$ cat src/eil_map.svh
// register offsets, field positions and reset values of the external interrupt latch
`ifndef EIL_MAP_SVH
`define EIL_MAP_SVH
`define EIL_ADDR_W 4
`define EIL_OFF_SCR 4'h0
`define EIL_OFF_IRQ_STAT 4'h1
`define EIL_OFF_IRQ_MASK 4'h2
`define EIL_OFF_BRK_CTRL 4'h3
`define EIL_BIT_MODE 0
`define EIL_BIT_MASK 1
`define EIL_BIT_ACK 2
`define EIL_BIT_PEND 3
`define EIL_BIT_BREAK_CLEAR_ENABLE 0
`define EIL_BIT_EV_LATCH 0
`define EIL_BIT_EV_ACK 1
`define EIL_VEC_HI 16'hFFFA
`define EIL_VEC_LO 16'hFFFB
`define EIL_RST_BYTE 8'h00
`endif

$ cat src/eil_pkg.sv
// types of the external interrupt latch
package eil_pkg;
  typedef struct packed {
    logic pin_s1;
    logic pin_s2;
    logic pin_prev;
    logic latch;
    logic ack_seen;
    logic mode;
    logic mask;
    logic break_clear_enable;
    logic [1:0] ev_stat;
    logic [1:0] ev_mask;
    logic [7:0] rdata;
    logic cpu_req;
    logic sys_irq;
  } eil_state_s;
endpackage

$ cat src/eil_latch.sv
// external interrupt latch with status/control register and event interrupt
`timescale 1ns/1ns
`default_nettype none
`include "eil_map.svh"

module eil_latch import eil_pkg::*; (
  input wire logic clk,
  input wire logic rst,
  input wire logic irq_pin_n,
  input wire logic vec_fetch_ack,
  input wire logic break_state,
  input wire logic [`EIL_ADDR_W-1:0] addr,
  input wire logic [7:0] wdata,
  input wire logic wr,
  input wire logic rd,
  output logic [7:0] rdata,
  output logic cpu_irq_req,
  output logic irq
);
  localparam logic [15:0] VEC_HI = `EIL_VEC_HI; // vector high byte address
  localparam logic [15:0] VEC_LO = `EIL_VEC_LO; // vector low byte address

  eil_state_s q;
  eil_state_s d;

  // register field read helper
  function automatic logic [7:0] rd_mux(input eil_state_s s, input logic [`EIL_ADDR_W-1:0] a);
    logic [7:0] r;
    r = 8'h00;
    case (a)
      `EIL_OFF_SCR: begin
        r[`EIL_BIT_MODE] = s.mode;
        r[`EIL_BIT_MASK] = s.mask;
        r[`EIL_BIT_ACK] = 1'b0;
        r[`EIL_BIT_PEND] = s.latch;
      end
      `EIL_OFF_IRQ_STAT: r[1:0] = s.ev_stat;
      `EIL_OFF_IRQ_MASK: r[1:0] = s.ev_mask;
      `EIL_OFF_BRK_CTRL: r[`EIL_BIT_BREAK_CLEAR_ENABLE] = s.break_clear_enable;
      default: r = 8'h00;
    endcase
    return r;
  endfunction

  // falling edge seen between two successive pin samples
  function automatic logic fell_edge(input logic prev, input logic cur);
    return prev && !cur;
  endfunction

  logic scr_wr;
  logic sw_ack;
  logic fall;
  logic set_ev;
  logic clr_ev;
  logic [1:0] ev_set;

  // next-state logic
  always_comb begin
    d = q;
    scr_wr = wr && (addr == `EIL_OFF_SCR);
    // ack write ignored in break unless break-clear is enabled
    sw_ack = scr_wr && wdata[`EIL_BIT_ACK] && (!break_state || q.break_clear_enable);
    // two-stage sync; edge taken from second and third stages only
    d.pin_s1 = irq_pin_n;
    d.pin_s2 = q.pin_s1;
    d.pin_prev = q.pin_s2;
    fall = fell_edge(q.pin_prev, q.pin_s2);
    // level mode: a low pin keeps setting the latch, so ack only sticks once high
    set_ev = fall || (q.mode && !q.pin_s2);
    clr_ev = vec_fetch_ack || sw_ack;
    // a fresh edge always wins and forgets an older acknowledge
    if (fall) begin
      d.latch = 1'b1;
      d.ack_seen = 1'b0;
    end else if (set_ev) begin
      // pin still low: keep pending, but remember the acknowledge for later
      d.latch = 1'b1;
      d.ack_seen = q.ack_seen || clr_ev;
    end else if (clr_ev || q.ack_seen) begin
      d.latch = 1'b0;
      d.ack_seen = 1'b0;
    end
    if (scr_wr) begin
      d.mode = wdata[`EIL_BIT_MODE];
      d.mask = wdata[`EIL_BIT_MASK];
    end
    if (wr && addr == `EIL_OFF_BRK_CTRL) begin
      d.break_clear_enable = wdata[`EIL_BIT_BREAK_CLEAR_ENABLE];
    end
    if (wr && addr == `EIL_OFF_IRQ_MASK) begin
      d.ev_mask = wdata[1:0];
    end
    // sticky events; a set in the clearing cycle wins
    ev_set = 2'b00;
    ev_set[`EIL_BIT_EV_LATCH] = d.latch && !q.latch;
    ev_set[`EIL_BIT_EV_ACK] = q.latch && !d.latch;
    if (wr && addr == `EIL_OFF_IRQ_STAT) begin
      d.ev_stat = q.ev_stat & ~wdata[1:0];
    end
    d.ev_stat = d.ev_stat | ev_set;
    d.rdata = rd ? rd_mux(q, addr) : 8'h00;
    // the CPU then fetches its vector from VEC_HI/VEC_LO
    d.cpu_req = d.latch && !d.mask;
    d.sys_irq = |(d.ev_stat & ~d.ev_mask);
  end

  // state register, synchronous reset
  always_ff @(posedge clk) begin
    if (rst) begin
      q <= '0;
      // sync keeps tracking the pin, so a pin held low gives no false edge
      q.pin_s1 <= irq_pin_n;
      q.pin_s2 <= q.pin_s1;
      q.pin_prev <= q.pin_s2;
    end else begin
      q <= d;
    end
  end

  assign rdata = q.rdata;
  assign cpu_irq_req = q.cpu_req;
  assign irq = q.sys_irq;

  initial begin
    if (VEC_LO != VEC_HI + 16'h0001) $error("vector bytes not adjacent");
  end

  // mask keeps the request away from the priority logic
  a_mask_gates_req: assert property (@(posedge clk) disable iff (rst)
    q.mask |-> !cpu_irq_req)
    else $error("masked request reached cpu");

  // an unmasked latch is forwarded
  a_unmasked_forwards: assert property (@(posedge clk) disable iff (rst)
    (q.latch && !q.mask) |-> cpu_irq_req)
    else $error("unmasked request not forwarded");

  // nothing latched, nothing requested
  a_req_low_unlatched: assert property (@(posedge clk) disable iff (rst)
    !q.latch |-> !cpu_irq_req)
    else $error("request without latch");

  // writing the mask bit drops the request at once
  a_mask_write_req: assert property (@(posedge clk) disable iff (rst)
    (wr && addr == `EIL_OFF_SCR && wdata[`EIL_BIT_MASK]) |=> !cpu_irq_req)
    else $error("mask write did not withhold");

  // pending flag follows the latch
  a_pend_visible: assert property (@(posedge clk) disable iff (rst)
    (rd && addr == `EIL_OFF_SCR) |=> rdata[`EIL_BIT_PEND] == $past(q.latch))
    else $error("pending flag wrong");

  // polling still sees a masked request
  a_pend_masked: assert property (@(posedge clk) disable iff (rst)
    (rd && addr == `EIL_OFF_SCR && q.mask && q.latch) |=> rdata[`EIL_BIT_PEND])
    else $error("masked request hidden from polling");

  // acknowledge bit never reads back
  a_ack_reads_zero: assert property (@(posedge clk) disable iff (rst)
    rd |=> !rdata[`EIL_BIT_ACK])
    else $error("ack bit read as one");

  // mask bit reads back as stored
  a_mask_readback: assert property (@(posedge clk) disable iff (rst)
    (rd && addr == `EIL_OFF_SCR) |=> rdata[`EIL_BIT_MASK] == $past(q.mask))
    else $error("mask bit read wrong");

  // mask bit is written
  a_mask_write: assert property (@(posedge clk) disable iff (rst)
    (wr && addr == `EIL_OFF_SCR) |=> q.mask == $past(wdata[`EIL_BIT_MASK]))
    else $error("mask write lost");

  // sensitivity bit is written
  a_mode_write: assert property (@(posedge clk) disable iff (rst)
    (wr && addr == `EIL_OFF_SCR) |=> q.mode == $past(wdata[`EIL_BIT_MODE]))
    else $error("mode write lost");

  // sensitivity bit reads back as stored
  a_mode_readback: assert property (@(posedge clk) disable iff (rst)
    (rd && addr == `EIL_OFF_SCR) |=> rdata[`EIL_BIT_MODE] == $past(q.mode))
    else $error("mode bit read wrong");

  // a synchronised falling edge sets the latch
  a_edge_latches: assert property (@(posedge clk) disable iff (rst)
    fell_edge(q.pin_prev, q.pin_s2) |=> q.latch)
    else $error("edge not latched");

  // no low, no latch
  a_no_spurious_set: assert property (@(posedge clk) disable iff (rst)
    (!q.latch && !fell_edge(q.pin_prev, q.pin_s2) && !(q.mode && !q.pin_s2))
    |=> !q.latch)
    else $error("latch set without low pin");

  // edge mode ignores a pin that merely stays low
  a_edge_only: assert property (@(posedge clk) disable iff (rst)
    (!q.mode && !q.latch && !fell_edge(q.pin_prev, q.pin_s2)) |=> !q.latch)
    else $error("edge mode latched on level");

  // vector fetch clears an edge request
  a_vec_clears: assert property (@(posedge clk) disable iff (rst)
    (vec_fetch_ack && !q.mode && !fell_edge(q.pin_prev, q.pin_s2)) |=> !q.latch)
    else $error("vector fetch did not clear");

  // software acknowledge outside break clears an edge request
  a_sw_ack_clears: assert property (@(posedge clk) disable iff (rst)
    (wr && addr == `EIL_OFF_SCR && wdata[`EIL_BIT_ACK] && !break_state && !q.mode
    && !fell_edge(q.pin_prev, q.pin_s2)) |=> !q.latch)
    else $error("software ack did not clear");

  // protected break: a software acknowledge leaves the latch alone
  a_break_protect: assert property (@(posedge clk) disable iff (rst)
    (q.latch && break_state && !q.break_clear_enable && !vec_fetch_ack && !q.ack_seen) |=> q.latch)
    else $error("latch cleared in protected break");

  // break with clear enabled lets software clear
  a_break_clear: assert property (@(posedge clk) disable iff (rst)
    (wr && addr == `EIL_OFF_SCR && wdata[`EIL_BIT_ACK] && break_state && q.break_clear_enable
    && !q.mode && !fell_edge(q.pin_prev, q.pin_s2)) |=> !q.latch)
    else $error("break clear did not clear");

  // leaving break does not bring a cleared latch back
  a_exit_no_set: assert property (@(posedge clk) disable iff (rst)
    ($past(break_state) && !break_state && !q.latch && !(q.mode && !q.pin_s2)
    && !fell_edge(q.pin_prev, q.pin_s2)) |=> !q.latch)
    else $error("latch returned after break");

  // break-clear enable is written
  a_break_clear_enable_write: assert property (@(posedge clk) disable iff (rst)
    (wr && addr == `EIL_OFF_BRK_CTRL) |=> q.break_clear_enable == $past(wdata[`EIL_BIT_BREAK_CLEAR_ENABLE]))
    else $error("break clear write lost");

  // break-clear enable reads back
  a_break_clear_enable_readback: assert property (@(posedge clk) disable iff (rst)
    (rd && addr == `EIL_OFF_BRK_CTRL) |=> rdata[`EIL_BIT_BREAK_CLEAR_ENABLE] == $past(q.break_clear_enable))
    else $error("break clear read wrong");

  // level mode: low pin keeps the request
  a_level_holds: assert property (@(posedge clk) disable iff (rst)
    (q.mode && !q.pin_s2) |=> q.latch)
    else $error("level request dropped");

  // level mode: vector fetch on a low pin does not clear
  a_vec_pends_level: assert property (@(posedge clk) disable iff (rst)
    (vec_fetch_ack && q.mode && !q.pin_s2) |=> q.latch)
    else $error("level request cleared while low");

  // level mode: an early acknowledge is remembered
  a_level_ack_held: assert property (@(posedge clk) disable iff (rst)
    (q.mode && !q.pin_s2 && vec_fetch_ack && !fell_edge(q.pin_prev, q.pin_s2))
    |=> q.ack_seen)
    else $error("early acknowledge forgotten");

  // level mode: remembered acknowledge clears once the pin is high
  a_level_release: assert property (@(posedge clk) disable iff (rst)
    (q.mode && q.pin_s2 && q.ack_seen) |=> !q.latch)
    else $error("level request not released");

  // a remembered acknowledge only exists beside a set latch
  a_ack_seen_latched: assert property (@(posedge clk) disable iff (rst)
    q.ack_seen |-> q.latch)
    else $error("acknowledge remembered without latch");

  // edge after an acknowledge write latches again
  a_fresh_edge: assert property (@(posedge clk) disable iff (rst)
    (fell_edge(q.pin_prev, q.pin_s2) && $past(wr && addr == `EIL_OFF_SCR
    && wdata[`EIL_BIT_ACK])) |=> q.latch)
    else $error("edge after ack lost");

  // a new edge in level mode starts a fresh request
  a_fall_in_level: assert property (@(posedge clk) disable iff (rst)
    (q.mode && fell_edge(q.pin_prev, q.pin_s2)) |=> (q.latch && !q.ack_seen))
    else $error("level edge kept old acknowledge");

  // synchroniser stages shift one per clock
  a_sync_stage: assert property (@(posedge clk) disable iff (rst)
    q.pin_s2 == $past(q.pin_s1))
    else $error("second sync stage skipped");

  // edge history stage follows the second stage
  a_prev_stage: assert property (@(posedge clk) disable iff (rst)
    q.pin_prev == $past(q.pin_s2))
    else $error("edge history stage skipped");

  // edge reaches the cpu side in the same clock as the latch; checked one clock later
  a_sync_to_edge: assert property (@(posedge clk) disable iff (rst)
    ($fell(q.pin_s2) && !q.latch) |=> q.latch ##1 (q.mask || cpu_irq_req))
    else $error("request did not reach cpu");

  // reset clears latch and sensitivity even with the pin low
  a_reset_clears_latch: assert property (@(posedge clk)
    rst |=> (!q.latch && !q.mode && !q.ack_seen))
    else $error("reset left latch set");

  // reset clears mask and break-clear enable
  a_reset_clears_mask: assert property (@(posedge clk)
    rst |=> (!q.mask && !q.break_clear_enable))
    else $error("reset left mask set");

  // outputs quiet after reset
  a_reset_quiet_outs: assert property (@(posedge clk)
    rst |=> (rdata == 8'h00 && !cpu_irq_req && !irq))
    else $error("outputs active after reset");
endmodule
`default_nettype wire

$ cat config.mk
export PLATFORM = sky130hd
export DESIGN_NAME = eil_latch
export DESIGN_NICKNAME = d
export VERILOG_FILES = /design/src/eil_pkg.sv /design/src/eil_latch.sv
export VERILOG_INCLUDE_DIRS = /design/src
export SDC_FILE = /design/constraint.sdc
export NUM_CORES = 1
export LEC_CHECK = 0
export ABC_AREA = 1
export ABC_CLOCK_PERIOD_IN_PS = 1150
export BUFFER_PORTS_ARGS = -buffer_cell sky130_fd_sc_hd__buf_2
export CELL_PAD_IN_SITES_DETAIL_PLACEMENT = 1
export CELL_PAD_IN_SITES_GLOBAL_PLACEMENT = 1
export CORE_MARGIN = 2
export CORE_UTILIZATION = 32
export DETAILED_ROUTE_END_ITERATION = 10
export PLACE_DENSITY_LB_ADDON = 0.1
export SKIP_CTS_REPAIR_TIMING = 1
export SYNTH_ARGS = -nofsm -noshare
export SYNTH_HDL_FRONTEND = slang
export SYNTH_SLANG_ARGS = --single-unit
export TNS_END_PERCENT = 5
$ cat constraint.sdc
create_clock -name clk -period 1.15 [get_ports clk]
set_input_delay 0.23 -clock clk [delete_from_list [all_inputs] [get_ports clk]]
set_output_delay 0.23 -clock clk [all_outputs]
set_load 0.01 [all_outputs]
# Word-level counts from Yosys, hierarchy flattened
# Index checks and enable logic that the tools add are counted.
dict set report classes {
  n_mux 9
  reduce_logical 26
  n_eq_ne 3
  bitwise_logic 7
}
# operator n
set op_table {}
lappend op_table {{$mux W2} 6}
lappend op_table {{$logic_and A1 B1 Y1} 11}
lappend op_table {{$eq A4 B2 Y1 const B} 2}
lappend op_table {{$reduce_or A2 Y1} 3}
lappend op_table {{$logic_not A1 Y1} 5}
lappend op_table {{$and A2 B2 Y2} 2}
lappend op_table {{$eq A4 B1 Y1 const B} 1}
lappend op_table {{$logic_not A4 Y1} 1}
lappend op_table {{$logic_or A1 B1 Y1} 4}
lappend op_table {{$not A2 Y2} 2}
lappend op_table {{$pmux W1 S4} 1}
lappend op_table {{$pmux W1 S3} 1}
lappend op_table {{$reduce_or A3 Y1} 1}
lappend op_table {{$not A1 Y1} 2}
lappend op_table {{$or A2 B2 Y2} 1}
lappend op_table {{$reduce_bool A2 Y1} 1}
lappend op_table {{$mux W1} 1}
dict set report totals {
  elab_cells 60
  output_inout_bits 10
  reg_bits 22
  input_bits 19
}

# Depth between registers and ports, before layout
# Gate-level depths: netlist of the first run.
dict set report logic_depth {
  depth_word 14
  mapped_depth 8
  depth_no_buf 8
}

# Worst setup path before layout of the first run
# OpenSTA, ideal clock, no wires.
dict set report synth_timing {
  kind {input-to-reg}
  startpoint {input port addr[3]}
  endpoint {register q[12] (netlist bit)}
  stages 7
  path_slack_ps 141
  setup_ps 115
  path_buffers 0
  t_arrival_ps 894
  t_required_ps 1035
  cell_sequence {nor2_4 -> nand3_1 -> nor2_1 -> nand2_1 -> nand2_1 -> o21ai_1 -> and2_1}
}
dict set report synth_via {
  elab_chain_len 11
  elab_cells_between_ends 14
  cone_classes {1 x eq/ne; 4 x mux; 1 x bitwise; 8 x reduce/logical}
}
# element line
set synth_rtl {}
lappend synth_rtl {{start: declaration} eil_latch.sv:12} ;# input wire logic [`EIL_ADDR_W-1:0] addr,
lappend synth_rtl {{$logic_not A4 Y1} n/a}
lappend synth_rtl {{$logic_and A1 B1 Y1} eil_latch.sv:60} ;# scr_wr = wr && (addr == `EIL_OFF_SCR);
lappend synth_rtl {{$logic_and A1 B1 Y1 (2 in a row)} eil_latch.sv:62} ;# sw_ack = scr_wr && wdata[`EIL_BIT_ACK] && (!break_state || q.break_clear_enable);
lappend synth_rtl {{$logic_or A1 B1 Y1} eil_latch.sv:70} ;# clr_ev = vec_fetch_ack || sw_ack;
lappend synth_rtl {{$logic_or A1 B1 Y1} eil_latch.sv:79} ;# end else if (clr_ev || q.ack_seen) begin
lappend synth_rtl {{$mux W2} eil_latch.sv:79}
lappend synth_rtl {{$mux W2} eil_latch.sv:75} ;# end else if (set_ev) begin
lappend synth_rtl {{$mux W2} eil_latch.sv:72} ;# if (fall) begin
lappend synth_rtl {{$logic_and A1 B1 Y1} eil_latch.sv:95} ;# ev_set[`EIL_BIT_EV_LATCH] = d.latch && !q.latch;
lappend synth_rtl {{$or A2 B2 Y2 *} eil_latch.sv:100} ;# d.ev_stat = d.ev_stat | ev_set;
lappend synth_rtl {{end: declaration} eil_latch.sv:23} ;# eil_state_s q;
# Every way passes the cells marked *; elsewhere a longest branch is shown, timed or not. The select of a mux whose other input is x is not followed.
# A chain may end at the register's enable or synchronous reset.

# Worst setup path in the final report of the first run
dict set report layout_timing {
  startpoint {register q[17] (netlist bit)}
  endpoint {register q, in the netlist cpu_irq_req}
}
dict set report layout_via {
  elab_chain_len 5
}
# element line
set layout_rtl {}
lappend layout_rtl {{$logic_or A1 B1 Y1} eil_latch.sv:79}
lappend layout_rtl {{$mux W2} eil_latch.sv:79}
lappend layout_rtl {{$mux W2} eil_latch.sv:75}
lappend layout_rtl {{$mux W2} eil_latch.sv:72}
lappend layout_rtl {{$logic_and A1 B1 Y1} eil_latch.sv:103} ;# d.cpu_req = d.latch && !d.mask;
# Every way passes these cells. The select of a mux whose other input is x is not followed.

==> impl_metrics.tcl, run 1 <==
set metrics [dict create \
    yosys.area_share.adder_pct 0 \
    skew_ns 0.002851 \
    worstPathRequired_ns 1.38 \
    drv_slew 0 \
    crit_type "reg -> reg" \
    drive_above_1_share_pct 31.97 \
    layout-area-overhead-vs-synth_pct 19.29 \
    path_max_fanout 3 \
    min_path_type "in -> reg" \
    ff2ff_path_depth 5 \
    syn-mean-instance-area_sq_um 7.720 \
    clockBufferDepth 2 \
    ant_nets 0 \
    drc 0 \
    worstSetupEndpointType "flop" \
    hold_depth 1 \
    grt_pass1_wl_mm 2.794 \
    drt-initial-drc-count 7 \
    ios 29 \
    p_per_area_nw_per_um2 1162 \
    insertedDiodeCount 0 \
    grt_usage_pct 14.05 \
    final_cells 150 \
    fin_crit_sh_pct 91.54 \
    synth_compound_area_share_pct 10.37 \
    avgRoutedWirePerCell_um 11.10 \
    ir_drop_v 0.0005462 \
    yosys-mux-area-fraction_pct 0 \
    finalSetupViolCount 0 \
    h-tree-depth 1 \
    clockRootBuffer "clkbuf_4" \
    slowest_delay_ns 0.31 \
    synth_cell_types 23 \
    worstReg2RegEnd "cpu_irq_req" \
    path_cells "or2_0, o21bai_4, o21ai_1, nand2_1, nor2_1" \
    die_area_sq_um 2821 \
    syn-cell-area_sq_um 772.0 \
    hold_viol 0 \
    viasPerCell 4.460 \
    grt_overflow 0 \
    fmaxAchievable_ghz 0.9499 \
    grt_pass1_vias 637 \
    post-place-cells 146 \
    numPortBuffers 18 \
    start_kind "flop" \
    num_rows 17 \
    dr_total_vias 669 \
    p_leak_nw 0.4634 \
    ys_ff_latch 17 \
    worstPathArrival_ns 1.29 \
    hpwl_mm 1.321 \
    die_y_um 53.12 \
    min-delay-start "irq_pin_n" \
    cts_tree "done" \
    ff2ff_setup_slack_ns 0.1 \
    grt_max_degree 11 \
    ys_seq_area_share_pct 44.08 \
    synthCells 100 \
    rsz0062_at_grt "yes" \
    synth-simple-area-share_pct 29.98 \
    tns_ns 0 \
    drt-total-wl_mm 1.665 \
    status "completed" \
    place_congestion 0.7534 \
    fin_nets 142 \
    start_util_pct 34.24 \
    core_sq_um 2255 \
    r2r-start "q[17]" \
    cpMaxStageDelayCell "dfxtp_1" \
    antenna_found_initial 0 \
    clock_latency_ns 0.29 \
    cts-buffers-inserted 3 \
    synth_top_family_by_area "simple AND/OR/NAND/NOR gates" \
    holdPathEnd "d[20]" \
    die-width_um 53.12 \
    maxCapViolations 0 \
    ys.warnings.count 0 \
    final_util_pct 40.84 \
    drtPass1Iterations 4 \
    cts.reportedPaths.clkPinSlew_ns 0.10 \
    fin_crit_ns 1.053 \
    synthXorXnorAreaFrac_pct 0 \
    finalPower_w 0.001070 \
    clock_sinks 17 \
]
## how the worst max path moves through the flow
stage                     startpoint           to  slack (ns)  depth (start not counted)
final                          q[17]  cpu_irq_req         0.1                          5
after global routing           q[17]  cpu_irq_req       -0.01                          5
after CTS                      q[17]  cpu_irq_req        0.04                          5
after detailed placement     addr[3]        q[12]       -0.14                          8
after global placement       addr[3]        q[12]       -0.12                          8
after floorplan              addr[3]        q[12]        0.14                          7
## critical path: cells and delay by family, from the launching register on
family | cells | cell delay, ns
flops | 1 | 0.31
simple gates | 3 | 0.37
compound gates | 2 | 0.32
## sequential cells by signal, summed over array words and instances, names as in the netlist
| register | flops |
|---|---|
| q | 10 |
| rdata | 3 |
| d | 2 |
| cpu_irq_req | 1 |
| irq | 1 |
## where the power goes
part	internal, W	leakage, nW	switching, W
Sequential	0.000610	0.140	0.00000921
Combinational	0.0000548	0.306	0.0000797
Clock	0.000129	0.0177	0.000187
## Yosys cell counts
master    instances  share of area [%]
clkbuf_1          1               0.49
nor2_1            5                2.4
nor2_4            2                2.9
nand3_1           4                2.6
o21bai_4          1                2.4
nor2_2            1               0.81
nand4_1           2                1.6
dfxtp_1          17                 44
conb_1            1               0.49
a41oi_1           1                1.1
inv_2             1               0.49
inv_1            13                6.3
nand2_1          25                 12
nand3_2           2                2.6
o21ai_1           3                1.9
nor4_1            2                1.6
o21ai_0           2                1.3
and2_1            1               0.81
buf_4             8                7.8
o21bai_1          1               0.97
nand2_2           2                1.6
or2_0             1               0.81
a21oi_1           4                2.6
## cells by family (layout without fill, tap and decap cells)
family	after synthesis	after routing
AND/OR/NAND/NOR	47	47
buffers and inverters	23	41
other	1	5
AO/OA/AOI/OAI	12	12
flip-flops	17	17
## cells in the final DEF (no fill, tap or decap), drive strengths merged
master	n
o21bai	2
or2	1
and2	1
buf	23
nor2	8
nand2	27
clkbuf	3
nand4	2
a21oi	4
nand3	6
conb	5
nor4	2
dfxtp	17
inv	14
a41oi	1
clkinv	1
o21ai	5
## per-stage QoR
stage	hold WS [ns]	instance area, sq um	setup WS, ns
finish	0.03399	920.9	0.09727
CTS	0.01803	913.4	0.03970
global route	0.01477	920.9	-0.01127
detailed placement	0.3146	885.9	-0.1353
floorplan	0.2577	787.0	0.1413
global placement	0.3116	885.9	-0.1157
## per-layer routing
layer  routed length, um  vias to the layer above  GRT usage (%)  share of wire, %
li1                    -                      345              -                 -
met1                 766                      306          17.50                46
met2                 795                       16          22.71                48
met3                  87                        2          3.390               5.2
met4                  14                        0          6.410              0.84
met5                   0                        -              0                 0
## area by class of cell
cell class | count | area (sq um)
Clock inverter | 1 | 5.005
Multi-Input combinational cell | 64 | 336.6
Tap cell | 28 | 35.03
Clock buffer | 3 | 22.52
Sequential cell | 17 | 341.6
Fill cell | 297 | 1334
Timing Repair Buffer | 23 | 127.6
Inverter | 14 | 52.55
(Power assumes the default switching activity.)
==> run 2: changes to the inputs <==
ABC_CLOCK_PERIOD_IN_PS = 1000   (was 1150)
SLEW_MARGIN = 40   (was default)
clock period = 1 ns   (was 1.15 ns; I/O delays follow)
==> run 2 against run 1 <==
  * The run now ends with setup timing left
  * Fmax is 0.23% higher
  * Design area is 8.0% higher
  * Worst hold slack better by 0.12 ns
  * Die area stayed put
  * Worst setup slack worse by 0.15 ns
  * Combinational power is 28% higher
  * Clock-buffer cell count stayed put
  * Clock power is 24% higher
  * Wire length is 2.0% lower
  * First-iteration DRC count is 71% lower
  * Largest cell class is now multi-input gates
  * Sequential share of layout area is 2.8 points lower
  * Via count is 4.2% higher
  * Largest power group unchanged
==> impl_metrics.tcl, run 2 (same netlist as run 1, synthesis figures left out) <==
set metrics [dict create \
    status "finished, violations left" \
    violations "setup timing" \
    avgRoutedWirePerCell_um 10.46 \
    start_util_pct 34.24 \
    wl_met3_um 92 \
    drive_above_1_share_pct 38.28 \
    worstSetupEndpointType "flop" \
    fillers 296 \
    drt-met1-wl_um 738 \
    grt_overflow 0 \
    grt_pass1_vias 679 \
    start_kind "flop" \
    met2WireLength_um 781 \
    grt_usage_pct 14.37 \
    viasPerCell 4.468 \
    fin_crit_sh_pct 105.0 \
    drc 0 \
    hold_depth 3 \
    final_cells 156 \
    drt-total-wl_mm 1.631 \
    maxCapViolations 0 \
    min_path_type "in -> reg" \
    layout_setup_ws_ns -0.05032 \
    dr_total_vias 697 \
    fmaxAchievable_ghz 0.9521 \
    min-delay-start "rd" \
    num_rows 17 \
    grt_pass1_wl_mm 2.863 \
    top_register "q" \
    layout_commonest_cell "nand2_1" \
    rsz0062_at_grt "yes" \
    core_sq_um 2255 \
    largest_reg_flops 10 \
    switchingPower_w 0.0003473 \
    power_switching_share_pct 27.19 \
    die_area_sq_um 2821 \
    path_max_fanout 3 \
    antenna_found_initial 0 \
    ios 29 \
    die-width_um 53.12 \
    ir_drop_v 0.0007042 \
    multi_input_area_sq_um 360.3 \
    p_comb_share_pct 13.5 \
    p_per_area_nw_per_um2 1284 \
    top_layer "met4" \
    ff2ff_setup_slack_ns -0.05 \
    clockRootBuffer "clkbuf_4" \
    numPortBuffers 18 \
    cts.reportedPaths.clkPinSlew_ns 0.11 \
    ant_nets 0 \
    p_int_w 0.0009301 \
    seq_area_sq_um 341.6 \
    insertedDiodeCount 0 \
    preCtsSetupSlack_ns -0.2209 \
    h-tree-depth 1 \
    pwr-share-clk_pct 30.7 \
    critPathLaunch "q[17]" \
    holdPathEnd "rdata[3]" \
    cts-buffers-inserted 3 \
    stdcell_area_sq_um 994.7 \
    p_leak_nw 0.4903 \
    worstReg2RegEnd "cpu_irq_req" \
    fin_nets 148 \
    worstPathRequired_ns 1.25 \
    hold_viol 0 \
    clockBufferDepth 2 \
    ff2ff_path_depth 5 \
    drtPass1Iterations 4 \
    worstPathArrival_ns 1.30 \
    seqPwrFrac_pct 55.8 \
    tns_ns -0.07725 \
    clock_latency_ns 0.30 \
    mostFrequentLayoutCells "nand2_1 (22), buf_2 (18), dfxtp_1 (16), inv_1 (12), buf_4 (10)" \
    fin_crit_ns 1.050 \
    skew_ns 0.002983 \
    whs_ns 0.1527 \
    post-place-cells 151 \
    drt-initial-drc-count 2 \
    die_y_um 53.12 \
    crit_type "reg -> reg" \
    finalSetupViolCount 2 \
    hpwl_mm 1.314 \
    cts_tree "done" \
    r2r-start "q[17]" \
    grt_max_degree 12 \
    place_congestion 0.7493 \
    dpl_cell_area_sq_um 923.4 \
    clock_sinks 17 \
    drv_slew 0 \
    layout-area-overhead-vs-synth_pct 28.85 \
]
run 2: cell type report:
cell class,instances,area share (%)
Inverter,14,5.283
Clock buffer,3,2.264
Multi-Input combinational cell,64,36.23
Clock inverter,1,0.7547
Sequential cell,17,34.34
Tap cell,28,3.522
Timing Repair Buffer,29,17.61
run 2: how the worst max path moves through the flow:
| stage | to | slack, ns | cells after the start |
|---|---|---|---|
| 6_report | cpu_irq_req | -0.05 | 5 |
| 5_1_grt | cpu_irq_req | -0.14 | 5 |
| 4_1_cts | cpu_irq_req | -0.09 | 5 |
| 3_5_place_dp | q[12] | -0.22 | 8 |
| 3_3_place_gp | irq | -0.19 | 8 |
| 2_1_floorplan | cpu_irq_req | 0.01 | 5 |
run 2: power groups by stage:
stage | combinational (W) | clock (W) | sequential (W)
floorplan | 0.0000916 | 0 | 0.000728
global placement | 0.000159 | 0 | 0.000727
detailed placement | 0.000160 | 0 | 0.000727
CTS | 0.000161 | 0.000414 | 0.000711
global route | 0.000195 | 0.000441 | 0.000716
finish | 0.000172 | 0.000393 | 0.000713
run 2: metrics by stage:
step	total power, W	util [%]
floorplan	0.0008199	-
global placement	0.0008858	40.95
detailed placement	0.0008871	40.95
CTS	0.001286	42.29
global route	0.001353	44.12
finish	0.001277	44.12
run 2: critical path: stages (launching register included):
cell and delay (ns):
dfxtp_1 0.31, or2_0 0.20, o21bai_4 0.19, o21ai_1 0.12, nand2_1 0.08, nor2_1 0.09
run 2: routing by layer:
metal  vias up  global-route usage (%)
met5         -                       0
met4         0                   6.410
met3         2                   4.237
met2        18                   23.13
met1       320                   17.56
li1        357                       -
